==> src/hdl/pga_pkg.sv <==
// constants, types and state layout of the eight-pin address/gpio port
// assumes a 20-bit byte-addressed classic wishbone bus with 32-bit data

package pga_pkg;

   // ----------------------------------------------------------------
   // widths
   // ----------------------------------------------------------------
   localparam int ADR_W = 20;
   localparam int DAT_W = 32;
   localparam int SEL_W = 4;
   localparam int PORT_W = 8;
   localparam int MODE_W = 3;
   localparam int WORD_LSB = 2;

   // ----------------------------------------------------------------
   // register map
   // ----------------------------------------------------------------
   localparam logic [ADR_W-1:0] PORT_DIRECTION_OFS = 20'hEE000;
   localparam logic [ADR_W-1:0] PORT_OUTPUT_DATA_OFS = 20'hFFFD0;

   // ----------------------------------------------------------------
   // reset and fixed values
   // ----------------------------------------------------------------
   localparam logic [PORT_W-1:0] DIR_RST_ADDR_BUS = 8'hFF;
   localparam logic [PORT_W-1:0] DIR_RST_GPIO = 8'h00;
   localparam logic [PORT_W-1:0] DIR_READ_VALUE = 8'hFF;
   localparam logic [PORT_W-1:0] DATA_RST = 8'h00;
   localparam logic [PORT_W-1:0] ALL_DRIVE = 8'hFF;
   localparam logic [PORT_W-1:0] NONE_DRIVE = 8'h00;
   localparam logic [DAT_W-1:0] READ_ZERO = 32'h0000_0000;
   localparam logic [DAT_W-PORT_W-1:0] UPPER_ZERO = 24'h00_0000;

   // ----------------------------------------------------------------
   // operating modes
   // ----------------------------------------------------------------
   localparam logic [MODE_W-1:0] MODE_ROM_EXP = 3'h5;
   localparam logic [MODE_W-1:0] MODE_SINGLE_A = 3'h6;
   localparam logic [MODE_W-1:0] MODE_SINGLE_B = 3'h7;

   typedef enum logic [1:0] {
      FN_ADDR_BUS,
      FN_ROM_EXP,
      FN_SINGLE
   } pga_func_type;

   // ----------------------------------------------------------------
   // carriers
   // ----------------------------------------------------------------
   typedef struct packed {
      logic cycle;
      logic col_phase;
      logic [PORT_W-1:0] row;
      logic [PORT_W-1:0] col;
      logic [PORT_W-1:0] addr;
   } pga_addr_type;

   typedef struct packed {
      logic [MODE_W-1:0] mode;
      logic [PORT_W-1:0] dir;
      logic [PORT_W-1:0] data;
      logic [PORT_W-1:0] sync1;
      logic [PORT_W-1:0] sync2;
      logic ack;
      logic [DAT_W-1:0] rdata;
      logic [PORT_W-1:0] pin_out;
      logic [PORT_W-1:0] pin_oe;
   } pga_state_type;

endpackage

==> src/hdl/pga_port.sv <==
// eight-pin port: low address byte or general-purpose i/o, per mode
// assumes mode_i is a strap stable around reset; pins resolved outside
//
// Summary of operation
// - modes 1 to 4 drive all pins with address bits 7..0.
// - mode 5: direction 1 gives address output, direction 0 gives input.
// - mode 5: after reset every pin is an input.
// - modes 6 and 7: direction 1 gives data output, 0 gives input.
// - modes 1 to 4: direction reads all ones, writes ignored.
// - modes 5 to 7: direction is write only, reads all ones.
// - reset or hardware standby: direction FF in modes 1-4, 00 otherwise.
// - software standby keeps direction, so outputs keep driving.
// - general output pins carry the output data register bits.
// - data read: pin level where direction 0, stored bit where 1.
// - data register clears on reset or hardware standby, kept in standby.
// - dram cycles put row then column address on the pins.
// - both registers eight bits, bit n belongs to pin n.
//
// Our own choice: the Wishbone register port.
`timescale 1ns/10ps

module pga_port
(
   input wire logic clk_i,
   input wire logic rst_i,
   input wire logic [pga_pkg::MODE_W-1:0] mode_i,
   input wire logic hw_standby_i,
   input wire logic sw_standby_i,
   input wire logic [pga_pkg::ADR_W-1:0] wb_adr_i,
   input wire logic [pga_pkg::DAT_W-1:0] wb_dat_i,
   input wire logic [pga_pkg::SEL_W-1:0] wb_sel_i,
   input wire logic wb_we_i,
   input wire logic wb_cyc_i,
   input wire logic wb_stb_i,
   output logic [pga_pkg::DAT_W-1:0] wb_dat_o,
   output logic wb_ack_o,
   input wire pga_pkg::pga_addr_type addr_i,
   input wire logic [pga_pkg::PORT_W-1:0] pin_i,
   output logic [pga_pkg::PORT_W-1:0] pin_o,
   output logic [pga_pkg::PORT_W-1:0] pin_oe_o
);

   // ----------------------------------------------------------------
   // state
   // ----------------------------------------------------------------
   pga_pkg::pga_state_type s_q;
   pga_pkg::pga_state_type s_d;
   pga_pkg::pga_func_type func;
   pga_pkg::pga_func_type rst_func;
   logic [pga_pkg::PORT_W-1:0] addr_mux;
   logic [pga_pkg::PORT_W-1:0] data_view;
   logic req;
   logic hit_dir;
   logic hit_data;
   logic wr_take;

   // ----------------------------------------------------------------
   // decode helpers
   // ----------------------------------------------------------------
   function automatic pga_pkg::pga_func_type func_of(input logic [pga_pkg::MODE_W-1:0] m);
      pga_pkg::pga_func_type f;
      f = pga_pkg::FN_ADDR_BUS;
      if (m == pga_pkg::MODE_ROM_EXP)
      begin
         f = pga_pkg::FN_ROM_EXP;
      end
      else if ((m == pga_pkg::MODE_SINGLE_A) || (m == pga_pkg::MODE_SINGLE_B))
      begin
         f = pga_pkg::FN_SINGLE;
      end
      return f;
   endfunction

   always_comb
   begin
      func = func_of(s_q.mode);
      rst_func = func_of(mode_i);
      req = wb_cyc_i & wb_stb_i;
      // word compare only: address bits 1..0 make no difference; writes still need byte lane 0
      hit_dir = (wb_adr_i[pga_pkg::ADR_W-1:pga_pkg::WORD_LSB] ==
                 pga_pkg::PORT_DIRECTION_OFS[pga_pkg::ADR_W-1:pga_pkg::WORD_LSB]);
      hit_data = (wb_adr_i[pga_pkg::ADR_W-1:pga_pkg::WORD_LSB] ==
                  pga_pkg::PORT_OUTPUT_DATA_OFS[pga_pkg::ADR_W-1:pga_pkg::WORD_LSB]);
      // write lands on the edge where ack is seen high; cpu halted in standby
      wr_take = req & s_q.ack & wb_we_i & wb_sel_i[0] & ~sw_standby_i;
      // dram cycles swap row and column on the same pins
      if (addr_i.cycle)
      begin
         addr_mux = addr_i.col_phase ? addr_i.col : addr_i.row;
      end
      else
      begin
         addr_mux = addr_i.addr;
      end
      data_view = (s_q.dir & s_q.data) | (~s_q.dir & s_q.sync2);
   end

   // ----------------------------------------------------------------
   // next state
   // ----------------------------------------------------------------
   always_comb
   begin
      s_d = s_q;
      // synchroniser: first stage feeds only the second
      s_d.sync1 = pin_i;
      s_d.sync2 = s_q.sync1;

      // bus answer: one wait state, ack dropped after one cycle
      s_d.ack = req & ~s_q.ack;
      if (req & ~s_q.ack & ~wb_we_i)
      begin
         if (hit_dir)
         begin
            s_d.rdata = {pga_pkg::UPPER_ZERO, pga_pkg::DIR_READ_VALUE};
         end
         else if (hit_data)
         begin
            s_d.rdata = {pga_pkg::UPPER_ZERO, data_view};
         end
         else
         begin
            s_d.rdata = pga_pkg::READ_ZERO;
         end
      end

      // register writes
      if (wr_take && hit_dir && (func != pga_pkg::FN_ADDR_BUS))
      begin
         s_d.dir = wb_dat_i[pga_pkg::PORT_W-1:0];
      end
      if (wr_take && hit_data)
      begin
         s_d.data = wb_dat_i[pga_pkg::PORT_W-1:0];
      end

      // pin drive per mode; software standby changes none of it
      case (func)
         pga_pkg::FN_ADDR_BUS:
         begin
            s_d.pin_out = addr_mux;
            s_d.pin_oe = pga_pkg::ALL_DRIVE;
         end
         pga_pkg::FN_ROM_EXP:
         begin
            s_d.pin_out = addr_mux;
            s_d.pin_oe = s_q.dir;
         end
         default:
         begin
            s_d.pin_out = s_q.data;
            s_d.pin_oe = s_q.dir;
         end
      endcase

      // reset and hardware standby: strap taken, registers initialised
      if (rst_i || hw_standby_i)
      begin
         s_d.mode = mode_i;
         s_d.data = pga_pkg::DATA_RST;
         s_d.ack = 1'b0;
         s_d.rdata = pga_pkg::READ_ZERO;
         s_d.pin_out = pga_pkg::DATA_RST;
         if (rst_func == pga_pkg::FN_ADDR_BUS)
         begin
            s_d.dir = pga_pkg::DIR_RST_ADDR_BUS;
         end
         else
         begin
            s_d.dir = pga_pkg::DIR_RST_GPIO;
         end
         // pins float in hardware standby; driven by mode after reset
         if (hw_standby_i || (rst_func != pga_pkg::FN_ADDR_BUS))
         begin
            s_d.pin_oe = pga_pkg::NONE_DRIVE;
         end
         else
         begin
            s_d.pin_oe = pga_pkg::ALL_DRIVE;
         end
      end
   end

   always_ff @(posedge clk_i)
   begin
      s_q <= s_d;
   end

   assign wb_dat_o = s_q.rdata;
   assign wb_ack_o = s_q.ack;
   assign pin_o = s_q.pin_out;
   assign pin_oe_o = s_q.pin_oe;
endmodule
==> config.mk <==
export PLATFORM = sky130hd
export DESIGN_NAME = pga_port
export DESIGN_NICKNAME = d
export VERILOG_FILES = /design/src/hdl/pga_pkg.sv /design/src/hdl/pga_port.sv
export SDC_FILE = /design/constraint.sdc
export NUM_CORES = 1
export LEC_CHECK = 0
export BUFFER_PORTS_ARGS = -buffer_cell sky130_fd_sc_hd__buf_2
export CORE_MARGIN = 1.5
export CORE_UTILIZATION = 44
export CTS_CLUSTER_DIAMETER = 30
export DETAILED_ROUTE_END_ITERATION = 16
export PLACE_DENSITY = 0.8
export RECOVER_POWER = 50
export SETUP_SLACK_MARGIN = 0.1
export SYNTH_ARGS = -nofsm -noshare
export SYNTH_HDL_FRONTEND = slang
export SYNTH_SLANG_ARGS = --single-unit
==> constraint.sdc <==
create_clock -name clk_i -period 2.6 [get_ports clk_i]
set_input_delay 0.13 -clock clk_i [delete_from_list [all_inputs] [get_ports clk_i]]
set_output_delay 0.13 -clock clk_i [all_outputs]
set_load 0.05 [all_outputs]
Yosys cells after proc, flatten, opt, wreduce, memory -nomap -nowiden
Cells that the tools add are included.
{"block": "op_classes", "n_eq_ne": 9, "mux": 15, "bitwise_logic": 14, "n_reduce_logical": 12}
{"operator": "2-to-1 mux 8 bit", "n": 9}
{"operator": "equality test 18 bit, second input constant", "n": 2}
{"operator": "one-hot mux 16 bit (2 select lines)", "n": 1}
{"operator": "equality test 3 bit, second input constant", "n": 6}
{"operator": "bitwise AND 8 bit", "n": 2}
{"operator": "2-to-1 mux 16 bit", "n": 1}
{"operator": "2-to-1 mux 2 bit", "n": 4}
{"operator": "NOT 8 bit", "n": 1}
{"operator": "bitwise OR 8 bit", "n": 1}
{"operator": "bitwise AND 1 bit", "n": 7}
{"operator": "nonzero test 2 bit", "n": 3}
{"operator": "zero test 2 bit", "n": 2}
{"operator": "logical OR 1 bit", "n": 4}
{"operator": "logical AND 1 bit", "n": 3}
{"operator": "NOT 1 bit", "n": 3}
{"operator": "equality test 2 x 1 -> 1 bit, second input constant", "n": 1}
{"block": "totals", "ff_bits": 84, "input_bits": 100, "wordCells": 59}

Depth between registers and ports, before layout
{"block": "depth", "ltp_word": 9, "ltp_mapped": 6}

Worst setup path after synthesis
No wires, ideal clock.
{"block": "synth_timing", "kind": "input-to-reg", "startpoint": "input wb_adr_i[6] (netlist bit)", "endpoint": "register s_q[73] (netlist bit), enable pin", "t_arrival_ns": 1.870, "path_slack_ns": 0.344, "cell_stages": 3, "cell_sequence": "or4_1 or4_4 o31ai_1"}
{"block": "synth_via", "elab_chain_cells": 4}
{"element": "start, declared", "line_no": "pga_port.sv:29", "text": "input wire logic [pga_pkg::ADR_W-1:0] wb_adr_i,"}
{"element": "equality test 18 bit", "line_no": "pga_port.sv:80", "text": "hit_dir = (wb_adr_i[pga_pkg::ADR_W-1:pga_pkg::WORD_LSB] =="}
{"element": "logical AND 1 bit (2 in a row)", "line_no": "pga_port.sv:127", "text": "if (wr_take && hit_dir && (func != pga_pkg::FN_ADDR_BUS))"}
{"element": "nonzero test 2 bit (no source line)"}
{"element": "end signal, assigned", "line_no": "pga_port.sv:185", "text": "s_q <= s_d;"}
{"element": "end, declared", "line_no": "pga_port.sv:46", "text": "pga_pkg::pga_state_type s_q;"}
No other way between the ends.
A chain may end at the register's enable or synchronous reset.

Final worst setup path
{"block": "layout_timing", "startpoint": "input wb_adr_i[6] (netlist bit)", "endpoint": "register s_q[77] (netlist bit), enable pin"}
Same word-level chain as after synthesis.

==> results.sh <==
export IMPL_wl_per_cell_um=12.3
export IMPL_grt_use_total=0.166
export IMPL_hold_start="wb_dat_i[7]"
export IMPL_rrSetupSlack_ps=1190
export IMPL_p_per_area_nw_per_um2=736
export IMPL_period_share=0.635
export IMPL_ant_nets=0
export IMPL_syn_to_final_growth_pct=21.9
export IMPL_stdcell_count=423
export IMPL_drt_pre_antenna_iters=5
export IMPL_wl_met2_um=2460
export IMPL_synth_ff_type="dfxtp_1"
export IMPL_synthTopCellsByCount="49 x dfxtp_1, 48 x buf_4, 44 x nand2_1"
export IMPL_met3WireLength_um=327
export IMPL_postCtsResizedCells=0
export IMPL_die_x_um=79.7
export IMPL_die_h_um=79.7
export IMPL_yosys_area_top_type="dfxtp_1"
export IMPL_gp_congestion=0.822
export IMPL_synth_cell_types=34
export IMPL_design_die_area_um2=6360
export IMPL_finalWorstPathRequiredPeriod_ps=1650
export IMPL_grt_pass1_vias=1718
export IMPL_yosys_warnings=0
export IMPL_dp_hpwl_um=3850
export IMPL_worstPathMaxFanout=8
export IMPL_h_tree_depth=3
export IMPL_hold_viol_final=0
export IMPL_r2r_start="wb_ack_o"
export IMPL_holdPathEnd="s_q[72]"
export IMPL_hold_class="input port to register"
export IMPL_cp_slowest_stage_delay_ps=530
export IMPL_cpMaxStageDelayCell="or4_4"
export IMPL_cp_arrival_ps=1700
export IMPL_dr_total_vias=1918
export IMPL_setup_viol_count_final=0
export IMPL_hold_path_cell_count=3
export IMPL_drt_initial_drc_count=113
export IMPL_globalRouteOverflowTotal=0
export IMPL_core_area_um2=5610
export IMPL_slew_headroom=0.586
export IMPL_path_class="input port to register"
export IMPL_grt_pass1_wl_um=7710
export IMPL_cap_violations=0
export IMPL_clkSinkCount=60
export IMPL_top_layer_used="met4"
export IMPL_final_core_util=0.563
export IMPL_fin_nets=446
export IMPL_wl_um=5220
export IMPL_drc_errors=0
export IMPL_cp_required_ps=2650
export IMPL_clk_latency_ps=340
export IMPL_crit_path_cell_trace="buf_2 > or4_1 > or4_4 > o31ai_1 > buf_4"
export IMPL_synth_cell_area_um2=2590
export IMPL_ff2ff_path_depth=3
export IMPL_wl_met1_um=2270
export IMPL_clkTransAtPathRegs_ps=70
export IMPL_synth_most_common_cell="dfxtp_1"
export IMPL_clock_path_buffers=2
export IMPL_synth_edff_count=11
export IMPL_cts_buffers=9
export IMPL_ys_top_cells_by_area="dfxtp_1 38%, buf_4 14%, edfxtp_1 13%, mux2i_1 9.3%, nand2_1 6.4%"
export IMPL_timing_fmax_mhz=606
export IMPL_cts_tree="done"
export IMPL_pin_count=149
export IMPL_synth_top_area_frac=0.379
export IMPL_power_leakage_nw=1.46
export IMPL_rsz0062_at_grt="false"
export IMPL_grt_max_degree=27
export IMPL_rr_endpoint="s_q[67]"
export IMPL_vias_per_cell=4.53
export IMPL_synth_cells=263
export IMPL_tightest_slew_ps=624
export IMPL_portBuffers=95
export IMPL_finalClockSkew_ps=6.33
export IMPL_synth_seq_cells=60
export IMPL_maxSlewViolCount=0
export IMPL_status="completed"
export IMPL_placed_cells=396
export IMPL_fin_setup_tns_ps=0
export IMPL_worstSetupStartpointType="input port"
export IMPL_end_kind="register"
export IMPL_synth_avg_cell_area_um2=9.85
export IMPL_antenna_found_initial=0
export IMPL_vdd_ir_drop_max_uv=494
export IMPL_insertedDiodeCount=0
export IMPL_rows=27
export IMPL_root_buffer="clkbuf_8"
export IMPL_ys_seq_area_frac=0.506
export IMPL_async_flop_share=0
export IMPL_drive_gt1_frac=0.254
export IMPL_initial_core_util=0.462
kinds of logic (layout without fill, tap and decap cells):
| kind of cell | count (synthesis) | in the layout | synth area share |
|---|---|---|---|
| AO/OA/AOI/OAI | 35 | 35 | 0.0841 |
| buffers and inverters | 60 | 125 | 0.160 |
| flip-flops | 60 | 60 | 0.506 |
| multiplexers | 24 | 24 | 0.0928 |
| other | 1 | 24 | 0.00145 |
| AND/OR/NAND/NOR | 83 | 83 | 0.156 |
area by class of cell:
cell class                      count  area, um2
Sequential cell                    60       1310
Clock inverter                      3       67.6
Tap cell                           72       90.1
Inverter                            1       3.75
Timing Repair Buffer              108        566
Fill cell                         556       2450
Clock buffer                       13        169
Multi-Input combinational cell    166        951
worst max-delay path, delay by kind of cell:
| kind | cells | cell delay [ps] |
|---|---|---|
| buffers and inverters | 2 | 310 |
| AO/OA/AOI/OAI | 1 | 200 |
| AND/OR/NAND/NOR | 2 | 1050 |
metrics by stage:
step | setup WS (ps) | total power [mW] | area, um2 | hold slack (ps)
after floorplan | 344 | 1.33 | 2680 | 158
after global placement | 601 | 1.37 | 2850 | 235
after detailed placement | 589 | 1.37 | 2850 | 234
after CTS | 954 | 2.35 | 3190 | 41.2
after global routing | 934 | 2.42 | 3160 | 53.3
final | 949 | 2.33 | 3160 | 60.1
worst max path at each step:
stage / slack (ps) / endpoint / start / cells past startpoint
6_report: 950 / s_q[77] / wb_adr_i[6] / 5
5_1_grt: 930 / s_q[77] / wb_adr_i[6] / 5
4_1_cts: 950 / s_q[77] / wb_adr_i[6] / 5
3_5_place_dp: 590 / s_q[77] / wb_adr_i[6] / 5
3_3_place_gp: 600 / s_q[77] / wb_adr_i[6] / 5
2_1_floorplan: 340 / s_q[73] / wb_adr_i[6] / 3
what timing repair did:
action | CTS | global route
hold buffers | 11 | 0
buffers inserted | 0 | 0
hold endpoints to repair | 11 | 0
per-layer routing:
| layer | track usage | up-vias |
|---|---|---|
| met1 | 0.194 | 844 |
| met2 | 0.264 | 73 |
| met3 | 0.0457 | 12 |
| li1 | - | 989 |
| met4 | 0.112 | 0 |
| met5 | 0 | - |
registers in the layout (all words and copies together) (netlist names):
name / flops
wb_ack_o: 1
pin_oe_o: 8
wb_dat_o: 8
s_q: 27
s_d: 8
pin_o: 8
layout by cell type (no fill, tap or decap), types with 3 or more instances in the layout:
master,synthesis,routed
nand2_1,44,44
dlygate4sd3_1,0,11
and2_1,3,3
clkbuf_8,0,12
mux2i_1,24,24
conb_1,1,24
nor2_1,18,18
o21ai_0,8,8
buf_2,1,67
dfxtp_1,49,49
clkbuf_1,8,29
a21oi_1,8,8
a211oi_1,8,8
o211ai_1,8,8
edfxtp_1,11,11
where the power goes:
part / leakage, nW / internal (mW) / switching (mW) / total, mW
clock network: 0.116 / 0.618 / 0.346 / 0.964
registers: 0.516 / 1.00 / 0.0210 / 1.02
logic: 0.826 / 0.0964 / 0.240 / 0.336
total: 1.46 / 1.72 / 0.607 / 2.33
No activity file was read; power rests on OpenSTA's default activity.
